**src/core/lrbc_pkg.sv**
```systemverilog
/*
  lrbc_pkg: constants shared by the logic rail backup control block.
  assumes a 200 MHz system clock and a 4-bit register port.
*/
package lrbc_pkg;
  localparam int LRBC_CLK_HZ = 200000000;
  localparam int LRBC_HOLD_MS = 500;
  // hold time after oscillator start, in cycles of clk
  localparam int LRBC_HOLD_CYC = (LRBC_CLK_HZ / 1000) * LRBC_HOLD_MS;
  localparam int LRBC_DW = 4;
  localparam int LRBC_AW = 4;
  localparam logic [3:0] LRBC_ADDR_CTRL = 4'h0;
  localparam logic [3:0] LRBC_ADDR_STAT = 4'h1;
  localparam logic [3:0] LRBC_ADDR_MASK = 4'h2;
  localparam logic [3:0] LRBC_ADDR_CLKSEL = 4'h3;
  localparam int LRBC_BIT_FLAG = 0;
  localparam int LRBC_BIT_CMPEN = 1;
  localparam int LRBC_BIT_CMPRES = 2;
  localparam logic [3:0] LRBC_CTRL_RST = 4'h0;
  localparam logic [3:0] LRBC_CTRL_WMASK = 4'h3;
  localparam int LRBC_EV_HOLD_END = 0;
  localparam int LRBC_EV_CMP_CHG = 1;
  localparam int LRBC_EV_RAIL_CHG = 2;
  localparam logic [3:0] LRBC_IRQ_RST = 4'h0;
  typedef enum logic [1:0] {
    LRBC_ST_WAIT_OSC,
    LRBC_ST_HOLD,
    LRBC_ST_RUN
  } lrbc_state_e;
endpackage

```
**src/core/lrbc_sync_if.sv**
```systemverilog
/*
  lrbc_sync_if: carries the two pin levels from the synchroniser to the top.
  assumes both signals are on clk.
*/
`timescale 1ns/10ps
`default_nettype none
interface lrbc_sync_if;
  logic osc_running;
  logic cmp_above;
  modport src (output osc_running, output cmp_above);
  modport dst (input osc_running, input cmp_above);
endinterface
`default_nettype wire

```
**src/core/lrbc_pin_sync.sv**
```systemverilog
/*
  lrbc_pin_sync: three-stage synchroniser for the oscillator-ok and
  comparator pins; a level changes once stages two and three agree.
  assumes pins are asynchronous to clk.
*/
`timescale 1ns/10ps
`default_nettype none
module lrbc_pin_sync
  import lrbc_pkg::*;
(
  input wire logic clk,
  input wire logic rst,
  input wire logic osc_ok_pin,
  input wire logic cmp_pin,
  lrbc_sync_if.src sync
);
  logic [2:0] osc_sh_reg, osc_sh_next;
  logic [2:0] cmp_sh_reg, cmp_sh_next;
  logic osc_lvl_reg, osc_lvl_next;
  logic cmp_lvl_reg, cmp_lvl_next;

  // shift, then accept a level only when the two late stages agree
  always_comb begin
    osc_sh_next = {osc_sh_reg[1:0], osc_ok_pin};
    cmp_sh_next = {cmp_sh_reg[1:0], cmp_pin};
    osc_lvl_next = osc_lvl_reg;
    cmp_lvl_next = cmp_lvl_reg;
    if (osc_sh_reg[1] == osc_sh_reg[2]) begin
      osc_lvl_next = osc_sh_reg[2];
    end
    if (cmp_sh_reg[1] == cmp_sh_reg[2]) begin
      cmp_lvl_next = cmp_sh_reg[2];
    end
  end

  always_ff @(posedge clk) begin
    if (rst) begin
      osc_sh_reg <= 3'h0;
      cmp_sh_reg <= 3'h0;
      osc_lvl_reg <= 1'b0;
      cmp_lvl_reg <= 1'b0;
    end else begin
      osc_sh_reg <= osc_sh_next;
      cmp_sh_reg <= cmp_sh_next;
      osc_lvl_reg <= osc_lvl_next;
      cmp_lvl_reg <= cmp_lvl_next;
    end
  end

  assign sync.osc_running = osc_lvl_reg;
  assign sync.cmp_above = cmp_lvl_reg;
endmodule
`default_nettype wire

```
**src/core/lrbc_top.sv**
```systemverilog
/*
  lrbc_top: logic rail backup control. drives the rail switch that ties
  the logic rail to the negative supply, the comparator enable, and holds
  the backup control register plus an event status/mask pair.
  assumes rst is the system reset, synchronous to clk, and that the
  oscillator-ok and comparator pins are asynchronous.
*/
`timescale 1ns/10ps
`default_nettype none
// Operation
// - switch closes on clock select, reset, flag
// - flag set drops rail, clear restores it
// - flag clears on system reset
// - rail forced 0.5 s after oscillator start
// - RC system clock forces rail drop
// - comparator enable bit runs the comparator
// - bit 2 reports comparator result
// - backup control is 4-bit register
module lrbc_top
  import lrbc_pkg::*;
#(
  parameter int HOLD_CYC = LRBC_HOLD_CYC
) (
  input wire logic clk,
  input wire logic rst,
  input wire logic [LRBC_AW-1:0] addr,
  input wire logic [LRBC_DW-1:0] wdata,
  input wire logic wr,
  input wire logic rd,
  output logic [LRBC_DW-1:0] rdata,
  input wire logic osc_ok_pin,
  input wire logic cmp_pin,
  output logic rail_switch,
  output logic comparator_enable,
  output logic system_clock_select,
  output logic irq
);
  lrbc_sync_if sync ();

  lrbc_pin_sync u_sync (
    .clk(clk),
    .rst(rst),
    .osc_ok_pin(osc_ok_pin),
    .cmp_pin(cmp_pin),
    .sync(sync.src)
  );

  lrbc_state_e state_reg, state_next;
  logic [31:0] hold_cnt_reg, hold_cnt_next;
  logic rail_drop_flag_reg, rail_drop_flag_next;
  logic cmp_en_reg, cmp_en_next;
  logic clk_sel_reg, clk_sel_next;
  logic [LRBC_DW-1:0] status_reg, status_next;
  logic [LRBC_DW-1:0] mask_reg, mask_next;
  logic [LRBC_DW-1:0] rdata_reg, rdata_next;
  logic rail_reg, rail_next;
  logic irq_reg, irq_next;
  logic cmp_last_reg, cmp_last_next;
  logic [LRBC_DW-1:0] events;
  logic cmp_result;

  // register write decode helper
  function automatic logic hit(input logic [LRBC_AW-1:0] a, input logic [3:0] off);
    return a == off;
  endfunction

  // comparator result is only meaningful while enabled; hold it at zero otherwise
  assign cmp_result = cmp_en_reg & sync.cmp_above;

  // reset-time hold sequencer: wait for oscillator, then count the hold
  always_comb begin
    state_next = state_reg;
    hold_cnt_next = hold_cnt_reg;
    case (state_reg)
      LRBC_ST_WAIT_OSC: begin
        if (sync.osc_running) begin
          state_next = LRBC_ST_HOLD;
          hold_cnt_next = 32'h0;
        end
      end
      LRBC_ST_HOLD: begin
        // counted from the oscillator start regardless of the flag
        if (hold_cnt_reg >= 32'(HOLD_CYC - 1)) begin
          state_next = LRBC_ST_RUN;
        end else begin
          hold_cnt_next = hold_cnt_reg + 32'h1;
        end
      end
      LRBC_ST_RUN: begin
        state_next = LRBC_ST_RUN;
      end
      default: begin
        state_next = LRBC_ST_WAIT_OSC;
      end
    endcase
  end

  always_ff @(posedge clk) begin
    if (rst) begin
      state_reg <= LRBC_ST_WAIT_OSC;
      hold_cnt_reg <= 32'h0;
    end else begin
      state_reg <= state_next;
      hold_cnt_reg <= hold_cnt_next;
    end
  end

  // control writes; only flag and enable are writable, result is ignored
  always_comb begin
    rail_drop_flag_next = rail_drop_flag_reg;
    cmp_en_next = cmp_en_reg;
    clk_sel_next = clk_sel_reg;
    mask_next = mask_reg;
    if (wr && hit(addr, LRBC_ADDR_CTRL)) begin
      rail_drop_flag_next = wdata[LRBC_BIT_FLAG];
      cmp_en_next = wdata[LRBC_BIT_CMPEN];
    end
    if (wr && hit(addr, LRBC_ADDR_CLKSEL)) begin
      clk_sel_next = wdata[0];
    end
    if (wr && hit(addr, LRBC_ADDR_MASK)) begin
      mask_next = wdata;
    end
  end

  always_ff @(posedge clk) begin
    if (rst) begin
      rail_drop_flag_reg <= LRBC_CTRL_RST[LRBC_BIT_FLAG];
      cmp_en_reg <= LRBC_CTRL_RST[LRBC_BIT_CMPEN];
      clk_sel_reg <= 1'b0;
      mask_reg <= LRBC_IRQ_RST;
    end else begin
      rail_drop_flag_reg <= rail_drop_flag_next;
      cmp_en_reg <= cmp_en_next;
      clk_sel_reg <= clk_sel_next;
      mask_reg <= mask_next;
    end
  end

  // rail switch: closed during reset (reset value), hold, RC clock, or flag
  always_comb begin
    rail_next = (state_reg != LRBC_ST_RUN) | clk_sel_reg | rail_drop_flag_reg;
  end

  // events: hold finished, comparator changed, rail state changed
  always_comb begin
    events = 4'h0;
    events[LRBC_EV_HOLD_END] = (state_reg == LRBC_ST_HOLD) && (state_next == LRBC_ST_RUN);
    events[LRBC_EV_CMP_CHG] = cmp_result != cmp_last_reg;
    events[LRBC_EV_RAIL_CHG] = rail_next != rail_reg;
    cmp_last_next = cmp_result;
    // set beats a write-one clear in the same cycle
    status_next = status_reg;
    if (wr && hit(addr, LRBC_ADDR_STAT)) begin
      status_next = status_reg & ~wdata;
    end
    status_next = status_next | events;
    irq_next = |(status_next & mask_next);
  end

  always_ff @(posedge clk) begin
    if (rst) begin
      rail_reg <= 1'b1;
      status_reg <= LRBC_IRQ_RST;
      cmp_last_reg <= 1'b0;
      irq_reg <= 1'b0;
    end else begin
      rail_reg <= rail_next;
      status_reg <= status_next;
      cmp_last_reg <= cmp_last_next;
      irq_reg <= irq_next;
    end
  end

  // read mux; bit 3 of control always reads zero, unmapped reads zero
  always_comb begin
    rdata_next = 4'h0;
    if (rd) begin
      case (addr)
        LRBC_ADDR_CTRL: begin
          rdata_next[LRBC_BIT_FLAG] = rail_drop_flag_reg;
          rdata_next[LRBC_BIT_CMPEN] = cmp_en_reg;
          rdata_next[LRBC_BIT_CMPRES] = cmp_result;
        end
        LRBC_ADDR_STAT: rdata_next = status_reg;
        LRBC_ADDR_MASK: rdata_next = mask_reg;
        LRBC_ADDR_CLKSEL: rdata_next = {3'h0, clk_sel_reg};
        default: rdata_next = 4'h0;
      endcase
    end
  end

  always_ff @(posedge clk) begin
    if (rst) begin
      rdata_reg <= 4'h0;
    end else begin
      rdata_reg <= rdata_next;
    end
  end

  assign rdata = rdata_reg;
  assign rail_switch = rail_reg;
  assign comparator_enable = cmp_en_reg;
  assign system_clock_select = clk_sel_reg;
  assign irq = irq_reg;
endmodule
`default_nettype wire

```
**config.mk**
```make
export PLATFORM = sky130hd
export DESIGN_NAME = lrbc_top
export DESIGN_NICKNAME = d
export VERILOG_FILES = /design/src/core/lrbc_pkg.sv /design/src/core/lrbc_sync_if.sv /design/src/core/lrbc_pin_sync.sv /design/src/core/lrbc_top.sv
export SDC_FILE = /design/constraint.sdc
export NUM_CORES = 1
export LEC_CHECK = 0
export BUFFER_PORTS_ARGS = -buffer_cell sky130_fd_sc_hd__clkbuf_2
export CORE_UTILIZATION = 45
export CTS_CLUSTER_DIAMETER = 150
export DETAILED_ROUTE_END_ITERATION = 8
export PLACE_DENSITY_LB_ADDON = 0.25
export SYNTH_ARGS = -nofsm -noshare
export SYNTH_HDL_FRONTEND = slang
export SYNTH_SLANG_ARGS = --single-unit
```
**constraint.sdc**
```tcl
create_clock -name clk -period 2.65 [get_ports clk]
set_clock_uncertainty 0.05 [all_clocks]
set_input_delay 0.265 -clock clk [delete_from_list [all_inputs] [get_ports clk]]
set_output_delay 0.265 -clock clk [all_outputs]
set_load 0.005 [all_outputs]
```
After elaboration in Yosys (flattened, before gate mapping)
Cells that the tools add are included.
- register bits: 60
- input port bits: 14
- output and inout bits: 8
- word-level logic and storage cells: 59
- add/sub/neg operators: 1
- $lt $le $gt $ge: 1
- eq/ne operators: 13
- muxes and demuxes: 10
- bitwise operators: 8
- reduce and logical (&&, ||, !) cells: 11
- operators by type and width (cell ; count):
    32-bit two-way mux ; 2
    32-bit case mux with 2 select lines ; 1
    32-bit by 1-bit adder with 32-bit output, second input constant ; 1
    32-bit by 27-bit greater-or-equal comparator with 1-bit output, second input constant ; 1
    3-bit case mux with 4 select lines ; 1
    4-bit bitwise AND ; 2
    4-bit by 2-bit == test with 1-bit output, second input constant ; 2
    4-bit two-way mux ; 2
    2-bit case mux with 3 select lines ; 1
    1-bit logical AND ; 5
    2-bit == test, second input constant ; 2
    4-bit by 1-bit == test with 1-bit output, second input constant ; 1
    4-bit logical NOT ; 1
    2-bit two-way mux ; 2
    2-bit != test, second input constant ; 2
    4-bit inverter ; 1
    4-bit by 3-bit OR with 4-bit output ; 1
    4-bit OR reduction ; 1
    3-bit AND reduction ; 1
    1-bit == test ; 2
    2-bit by 1-bit == test with 1-bit output, second input constant ; 1
    2-bit logical NOT ; 1
    1-bit != test ; 2
    2-bit by 1-bit != test with 1-bit output, second input constant ; 1
    other kinds (6) ; 7

Longest topological paths before layout
Gate-level depths: netlist (run 1).
- depth after elaboration: 8
- depth in mapped cells: 9
- mapped depth without buffers: 7

Hierarchy
From an unflattened synthesis (run 1), not the netlist that was laid out.
- cell total of the unflattened synthesis: 296
- area, all modules: 2613.8 um^2
- modules (own cells, without submodules) (module ; times used ; cells an instance ; area each (um^2) ; sequential area each (um^2)):
    lrbc_top ; 1 ; 276 ; 2386.0 ; 1041.0
    lrbc_pin_sync ; 1 ; 20 ; 227.7 ; 160.2

Worst setup path before layout (run 1)
No wires, ideal clock.
- kind: flip-flop to flip-flop
- start point: register hold_cnt_reg[0]
- end point: register hold_cnt_reg[20]
- setup time: 71 ps
- arrival: 1855 ps
- data required time: 2529 ps
- slack: 675 ps
- cell stages (with the launch flop): 10
- path buffers: 2
- period minus slack after synthesis: 1975 ps
- path through: dfxtp_1 ha_1 nand3_1 o211ai_1 a41oi_4 a21oi_4 buf_6 clkbuf_8 o21ai_0 a21oi_1
- cells in the longest elaborated chain, start to end: 3
- elaborated cells between the ends (all ways): 6
- those cells by class: 1 x add/sub; 1 x order compare; 1 x eq/ne; 2 x mux; 1 x reduce/logical
- RTL lines (item ; RTL line ; text):
    start: declaration ; lrbc_top.sv:49 ; logic [31:0] hold_cnt_reg, hold_cnt_next;
    start signal: assignment ; lrbc_top.sv:104 ; hold_cnt_reg <= hold_cnt_next;
    32-bit by 1-bit adder with 32-bit output or 32-bit by 27-bit greater-or-equal comparator with 1-bit output (tied branches) ; lrbc_top.sv:86, lrbc_top.sv:83 ;
    32-bit two-way mux or 2-bit != test (tied branches) ; - ;
    32-bit case mux with 2 select lines or 3-bit AND reduction (tied branches) ; - ;
Parallel ways exist; a longest one is shown, timed or not. The select of a mux whose other input is x is not followed.
A chain may end at the register's enable or synchronous reset.

Worst setup path in the final report (run 1)
- start point: register hold_cnt_reg[0]
- end point: register hold_cnt_reg[1]
The elaborated chain is that of the path after synthesis.

==> flow_summary.yaml, run 1 <==
cts:
  clockBufferDepth: 2
  cts-htree-levels: 3
  cts_tree: "built"
  post_cts_buffers: 0
  worstSkewPairLatency_ps: 340
  cts.repair.resized: 0
  root_buffer: "clkbuf_8"
  cts_hold_buffers: 0
  cts.reportedPaths.clkPinSlew_ps: 70
  cts_buffers: 9
  clock-sinks: 60
setup_path:
  cpMaxStageDelayCell: "or3b_2"
  crit_path_start: "hold_cnt_reg[0]"
  critPathRequiredTime_ps: 2870
  cp-endpoint: "hold_cnt_reg[1]"
  crit_cells: 8
  critical_path.top_delay_family: "compound AO/OA/AOI/OAI gates"
  path_max_fanout: 27
  cp_cell_sequence: "ha_1, nand3_1, o211ai_1, a41oi_4, a21oi_4, buf_4, or3b_2, a21oi_1"
  endpoint_kind: "flop"
  arrival_ps: 2480
  r2r_slack_ps: 390
  worstRegToRegCells: 8
  r2r_end: "hold_cnt_reg[1]"
  r2r_start: "hold_cnt_reg[0]"
  critPathBufInv: 1
  max_stage_delay_ps: 480
  startpoint_type: "flop"
  critPathKind: "flop to flop"
sta:
  tns_ps: 0
  max_freq_mhz: 442
  timing.final.crit_share_pct: 85.4
  layout_min_cycle_time_ps: 2260
  rsz0062_at_grt: "no"
  final_max_slew_viol_count: 0
  relSlewSlack_pct: 57.7
  setup_viol: 0
  finalHoldViolations: 0
  tightest_slew_ps: 632
placement:
  post-dp-hpwl_mm: 3.52
  dp_cells: 374
  placed_area_mm2: 0.00277
  place_congestion: 0.809
  numPortBuffers: 21
yosys:
  ys_top_cells_by_count: "60 x dfxtp_1, 29 x nor2_1, 28 x a21oi_1"
  ys_seq_elements: 60
  synth_top_area_share_pct: 45.6
  synth_area_leaders: "dfxtp_1 46%, a21oi_1 5.3%, or3_1 4.3%"
  synth_async_sr_flop_share_pct: 0
  synth.largest_area_cell: "dfxtp_1"
  synth.distinct_cells: 51
  ys_seq_area_share_pct: 45.6
  synth_warnings: 0
  postSynthCellCount: 292
  synth_ff_type: "dfxtp_1"
  syn_area_mm2: 0.00263
  yosysMostFrequentCell: "dfxtp_1"
  syn_area_per_cell_um2: 9.01
  synth_edf_count: 0
  synth_nets: 307
die:
  fp.dieW_um: 78.5
  placementRows: 27
  die-height_um: 78.5
  start_util_pct: 47.2
  fp.dieArea_mm2: 0.00616
  io_pins: 22
  fp.coreArea_mm2: 0.00557
final_layout:
  drive_gt1_share_pct: 16.4
  fin_nets: 328
  area_delta_synth_final_pct: 12.9
  fillers: 533
  fin_util_pct: 53.3
  largest_reg_flops: 32
  seq_area_mm2: 0.00120
  fin_area_mm2: 0.00297
  multi_input_area_mm2: 0.00134
  n_antenna_cell: 0
  finalNonFillerCells: 390
detailed_routing:
  vias: 2130
  drt_pass1_iterations: 5
  drt-total-wl_mm: 5.04
  viasPerCell: 5.46
  drc: 0
  ant_nets: 0
  wl_per_cell_um: 12.9
  drt_iter0_drc: 89
pwr:
  leakage_uw: 0.00110
  ir_worst_vdd_uv: 377
  pwr_density_cell_mw_per_mm2: 597
flow_run:
  cap_violations: 0
global_routing:
  grt_max_degree: 31
  grt_pass1_wl_mm: 8.83
  grt_pass1_vias: 1989
  track_usage_pct: 18.7
  grt-ovfl-total: 0
  antenna_found_initial: 0
run_status:
  outcome: "finished, final reports clean"
hold_path:
  min_path_type: "primary input to flop"
  hold-path-cell-count: 2
==> area by class of cell <==
cell class,instances,share of cell area [%]
sequential,60,40.4
clock inverter,7,2.53
inverter,2,0.253
multi-input combinational,215,45.0
tap,72,3.03
clock buffer,9,4.17
timing repair buffer,25,4.55
==> stage by stage <==
step,power (µW),hold slack [ps],setup slack [ps]
floorplan,959,343,675
global placement,978,368,432
detailed placement,978,385,401
CTS,1800,76.8,376
global route,1850,73.3,189
finish,1770,88.6,387
==> how the worst min path moves through the flow <==
stage | startpoint | endpoint
final | osc_ok_pin | u_sync.osc_sh_reg[0]
after global placement | u_sync.osc_sh_reg[0] | u_sync.osc_sh_reg[1]
after floorplan | cmp_pin | u_sync.cmp_sh_reg[0]
after detailed placement | u_sync.osc_sh_reg[0] | u_sync.osc_sh_reg[1]
after global routing | osc_ok_pin | u_sync.osc_sh_reg[0]
after CTS | osc_ok_pin | u_sync.osc_sh_reg[0]
==> kinds of logic (layout without fill, tap and decap cells) <==
family,Yosys count,after routing,synth area share [%]
AO/OA/AOI/OAI,61,61,14.4
AND/OR/NAND/NOR,137,137,29.7
flip-flops,60,60,45.6
XOR/XNOR,6,6,2.00
adder cells (fa/ha/maj),1,1,0.475
multiplexers,10,10,4.33
buffers and inverters,17,43,3.52
==> per-layer routing <==
metal	vias up	part of all wire [%]	GRT usage, %
met4	0	1.4	7.22
met1	989	53	25.1
li1	1100	-	-
met2	33	42	27.7
met3	8	3.5	5.93
met5	-	0	0
==> cell usage in the layout (no fill, tap or decap), types with 2 or more instances in the layout <==
master and instances:
or3_1 18, nand2b_1 3, and2_1 5, nand3_1 11, and4_1 3, nor3_1 5, xor2_1 4, inv_1 2
nor3b_1 3, o31ai_1 2, nand2_1 20, clkbuf_2 21, inv_6 2, clkinv_2 2, o211ai_1 2, or3b_1 2
and3_1 2, a21o_1 2, nand4_1 12, nor2_1 29, dfxtp_1 60, nor2b_1 11, clkbuf_8 9, o21ai_0 18
buf_4 4, clkinv_4 2, a21oi_1 28, mux2i_1 8, or4_1 4, xnor2_1 2
==> power by group <==
part / switching [µW] / internal (µW)
Combinational: 29.8 / 18.3
Sequential: 2.10 / 906
Clock: 377 / 440
(Power assumes the default switching activity.)
==> run 2, diff against run 1 <==
--- a/config.mk
+++ b/config.mk
@@ -6,7 +6,7 @@
 export NUM_CORES = 1
 export LEC_CHECK = 0
 export BUFFER_PORTS_ARGS = -buffer_cell sky130_fd_sc_hd__clkbuf_2
-export CORE_UTILIZATION = 45
+export CORE_UTILIZATION = 58
 export CTS_CLUSTER_DIAMETER = 150
 export DETAILED_ROUTE_END_ITERATION = 8
 export PLACE_DENSITY_LB_ADDON = 0.25
==> run 2 against run 1 <==
Effect of this change: hold slack got worse by 14 ps; routed wire length increased by 4.0%; count of clock-buffer cells in the layout up 2.
==> flow_summary.yaml, run 2 (synthesis results as in run 1) <==
run_status:
  outcome: "finished, final reports clean"
hold_path:
  min_path_type: "primary input to flop"
  hold-path-cell-count: 2
  min_to: "u_sync.osc_sh_reg[0]"
  hold_path.startpoint: "osc_ok_pin"
setup_path:
  r2r_start: "hold_cnt_reg[0]"
  path_max_fanout: 33
  worstRegToRegCells: 8
  critPathRequiredTime_ps: 2880
  r2r_slack_ps: 340
  endpoint_kind: "flop"
  cp_cell_sequence: "ha_1, nand3_1, o211ai_1, a41oi_4, a21oi_4, buf_4, or3b_2, a21oi_1"
  startpoint_type: "flop"
  arrival_ps: 2540
  r2r_end: "hold_cnt_reg[1]"
  critPathKind: "flop to flop"
  max_stage_delay_ps: 490
  cpMaxStageDelayCell: "or3b_2"
final_layout:
  fin_nets: 329
  drive_gt1_share_pct: 16.6
  largest_reg_flops: 32
  seq_area_mm2: 0.00120
  fillers: 358
  area_delta_synth_final_pct: 13.6
  multi_input_area_mm2: 0.00134
  n_antenna_cell: 0
  mostFrequentLayoutCell: "dfxtp_1"
  layout_common_cells: "60 x dfxtp_1, 29 x nor2_1, 28 x a21oi_1"
global_routing:
  grt_pass1_wl_mm: 8.92
  grt_pass1_vias: 2048
  grt_max_degree: 34
  grt-ovfl-total: 0
  track_usage_pct: 23.4
  antenna_found_initial: 0
sta:
  tns_ps: 0
  worst_slack_ps: 340
  finalHoldViolations: 0
  relSlewSlack_pct: 53.2
  final_max_slew_viol_count: 0
  rsz0062_at_grt: "no"
  tightest_slew_ps: 699
  timing.final.crit_share_pct: 87.2
  max_freq_mhz: 433
  setup_viol: 0
  whs_ps: 74.9
  layout_min_cycle_time_ps: 2310
cts:
  cts.reportedPaths.clkPinSlew_ps: 70
  post_cts_buffers: 0
  clockBufferDepth: 2
  worstSkewPairLatency_ps: 350
  cts_buffers: 9
  cts_hold_buffers: 0
  cts-htree-levels: 3
  cts_tree: "built"
  root_buffer: "clkbuf_8"
  cts.repair.resized: 0
  clock-sinks: 60
detailed_routing:
  wl_per_cell_um: 14.1
  drt-total-wl_mm: 5.25
  ant_nets: 0
  vias: 2183
  drt_iter0_drc: 151
  viasPerCell: 5.88
  drt_pass1_iterations: 5
  drc: 0
die:
  io_pins: 22
  fp.coreArea_mm2: 0.00435
  die-height_um: 69.4
  fp.dieW_um: 69.4
  start_util_pct: 60.4
  placementRows: 24
  fp.dieArea_mm2: 0.00481
placement:
  post-dp-hpwl_mm: 3.47
  pre_cts_ws_ps: 353
  numPortBuffers: 21
  place_congestion: 0.826
pwr:
  pwr_density_cell_mw_per_mm2: 641
  power_uw: 1920
  leakage_uw: 0.00111
  ir_worst_vdd_uv: 345
flow_run:
  cap_violations: 0
## run 2: area by class of cell
type | instances | share of cell area, %
clock inverters | 5 | 2.80
flip-flops and latches | 60 | 40.2
well taps | 52 | 2.18
repair buffers | 26 | 4.77
clock buffers | 11 | 5.06
multi-input cells | 215 | 44.7
inverters | 2 | 0.251
## run 2: where the power goes
group | switching, µW | internal, µW
registers | 2.39 | 907
logic | 29.3 | 18.3
clock network | 377 | 582
## run 2: worst max-delay path by stage
stage,start,end,slack [ps],depth (start not counted)
floorplan,hold_cnt_reg[0],hold_cnt_reg[20],670,9
finish,hold_cnt_reg[0],hold_cnt_reg[1],340,8
CTS,hold_cnt_reg[0],hold_cnt_reg[1],340,8
global route,hold_cnt_reg[8],hold_cnt_reg[1],220,7
detailed placement,hold_cnt_reg[0],hold_cnt_reg[1],350,8
global placement,hold_cnt_reg[0],hold_cnt_reg[1],430,8
## run 2: critical path, delay by kind of cell, from the launching register on
family	cells	cell delay, ps
DFF	1	350
AOI/OAI and AO/OA	4	710
adders and majority gates	1	240
buffers and inverters	1	240
and+or+nand+nor	2	630
## run 2: per-stage QoR
stage               instance area, µm²  instances  utilization [%]
finish                            2990        371             68.6
global route                      2990        371             68.6
CTS                               2990        371             68.6
detailed placement                2750        355             63.2
global placement                  2750        355             63.2
floorplan                         2630        292                -
## run 2: routing by layer
layer | up-vias | global-route usage, % | share of wire [%]
li1 | 1096 | - | -
met1 | 1027 | 29.4 | 48
met2 | 47 | 36.1 | 46
met3 | 13 | 6.98 | 4.2
met4 | 0 | 12.5 | 2.0
met5 | - | 0 | 0
==> run 3, diff against run 2 <==
--- a/config.mk
+++ b/config.mk
@@ -6,7 +6,7 @@
 export NUM_CORES = 1
 export LEC_CHECK = 0
 export BUFFER_PORTS_ARGS = -buffer_cell sky130_fd_sc_hd__clkbuf_2
-export CORE_UTILIZATION = 58
+export CORE_UTILIZATION = 50
 export CTS_CLUSTER_DIAMETER = 150
 export DETAILED_ROUTE_END_ITERATION = 8
 export PLACE_DENSITY_LB_ADDON = 0.25
==> constraint.sdc (replaced) <==
create_clock -name clk -period 2.65 [get_ports clk]
set_clock_uncertainty 0.05 [all_clocks]
set_input_delay 0.53 -clock clk [delete_from_list [all_inputs] [get_ports clk]]
set_output_delay 0.53 -clock clk [all_outputs]
set_load 0.005 [all_outputs]
==> run 3 against run 2 <==
Effect of this change: clock power shrank 12%; non-clock buffer count is the same; via count shrank 2.6%; combinational power is essentially flat; sequential share of layout area grew 0.084 points; worst setup slack lost 82 ps; fmax shrank 3.4%; critical path depth is the same; die area grew 16%; count of clock-buffer cells in the layout shrank 2; critical endpoint is now hold_cnt_reg[4]; largest cell class unchanged.
==> flow_summary.yaml, run 3 (synthesis results as in run 1) <==
run_status:
  outcome: "finished, final reports clean"
sta:
  tightest_slew_ps: 525
  relSlewSlack_pct: 64.9
  whs_ps: 353
  layout_min_cycle_time_ps: 2390
  max_freq_mhz: 418
  setup_viol: 0
  rsz0062_at_grt: "no"
  finalHoldViolations: 0
  timing.final.crit_share_pct: 90.3
  tns_ps: 0
  final_max_slew_viol_count: 0
placement:
  dp_cells: 373
  post-dp-hpwl_mm: 3.40
  numPortBuffers: 21
  place_congestion: 0.758
pwr:
  ir_worst_vdd_uv: 442
  leakage_uw: 0.00110
  p_seq_share_pct: 50.4
  p_sw_share_pct: 23.7
  pwr-share-clk_pct: 46.9
  comb_power_share_pct: 2.6
  switchingPower_uw: 427
  power_uw: 1800
  pwr_density_cell_mw_per_mm2: 604
  p_int_uw: 1370
global_routing:
  track_usage_pct: 20.5
  grt_pass1_vias: 1918
  grt_max_degree: 31
  grt-ovfl-total: 0
  antenna_found_initial: 0
  grt_pass1_wl_mm: 8.54
setup_path:
  r2r_slack_ps: 260
  critPathRequiredTime_ps: 2810
  path_max_fanout: 17
  endpoint_kind: "flop"
  critPathKind: "flop to flop"
  arrival_ps: 2550
  startpoint_type: "flop"
die:
  placementRows: 26
  io_pins: 22
  die-height_um: 74.5
  fp.dieArea_mm2: 0.00556
  fp.dieW_um: 74.5
  start_util_pct: 51.8
  fp.coreArea_mm2: 0.00507
final_layout:
  fin_util_pct: 58.8
  drive_gt1_share_pct: 16.6
  layout_common_cells: "60 x dfxtp_1, 29 x nor2_1, 28 x a21oi_1"
  fin_nets: 329
  fillers: 462
  area_delta_synth_final_pct: 13.4
  mostFrequentLayoutCell: "dfxtp_1"
  n_antenna_cell: 0
  finalNonFillerCells: 389
  seq_area_mm2: 0.00120
  largest_reg_flops: 32
  multi_input_area_mm2: 0.00134
flow_run:
  cap_violations: 0
detailed_routing:
  drt_pass1_iterations: 4
  viasPerCell: 5.47
  vias: 2126
  drt-total-wl_mm: 4.99
  drc: 0
  drt_iter0_drc: 65
  ant_nets: 0
  wl_per_cell_um: 12.8
cts:
  cts.reportedPaths.clkPinSlew_ps: 80
  cts_tree: "built"
  clock-sinks: 60
  clockBufferDepth: 2
  cts-htree-levels: 3
  worstSkewPairLatency_ps: 340
  post_cts_buffers: 0
  cts_buffers: 9
  root_buffer: "clkbuf_8"
hold_path:
  min_path_type: "primary input to flop"
==> run 3: worst paths after layout <==
check                                     startpoint              endpoint  cells after the start
worst max-delay path                 hold_cnt_reg[0]       hold_cnt_reg[4]                      8
worst min-delay path                         cmp_pin  u_sync.cmp_sh_reg[0]                      2
worst max register to register       hold_cnt_reg[0]       hold_cnt_reg[4]                      8
worst min register to register  u_sync.osc_sh_reg[0]  u_sync.osc_sh_reg[1]                      1
==> run 3: metrics by stage <==
| step | setup slack [ps] | area (µm²) |
|---|---|---|
| 6_report | 258 | 2980 |
| 3_5_place_dp | 273 | 2780 |
| 3_3_place_gp | 320 | 2780 |
| 2_1_floorplan | 448 | 2630 |
| 4_1_cts | 228 | 2980 |
| 5_1_grt | 1.49 | 2980 |
==> run 3: power by group through the flow <==
| stage | Clock [µW] | Sequential, µW | Combinational [µW] |
|---|---|---|---|
| floorplan | 0 | 929 | 30.3 |
| global placement | 0 | 929 | 47.5 |
| detailed placement | 0 | 929 | 47.6 |
| CTS | 871 | 908 | 47.7 |
| global route | 908 | 909 | 52.7 |
| finish | 846 | 908 | 47.5 |
==> run 3: final cells by class <==
type	count	share of cell area (%)
Timing Repair Buffer	26	4.78
Clock inverter	7	2.77
Inverter	2	0.252
Sequential cell	60	40.3
Clock buffer	9	4.15
Tap cell	70	2.94
Multi-Input combinational cell	215	44.8
==> run 3: layer usage <==
metal / wire (µm) / GRT usage (%)
met1: 2450 / 26.8
met2: 2300 / 31.5
met5: 0 / 0
met3: 212 / 7.59
met4: 32 / 6.29
==> run 3: what timing repair did <==
| item | in CTS | in global routing |
|---|---|---|
| setup endpoints to repair | 0 | 1 |
| resized for setup | 0 | 0 |
| hold buffers | 0 | 0 |
==> run 3: critical path: stages, from the launching register on <==
cell and delay, ps:
dfxtp_1 410, ha_1 210, nand3_1 150, o211ai_1 350, a41oi_4 230, a21oi_4 390, buf_4 270, or3_1 140
a21oi_1 70
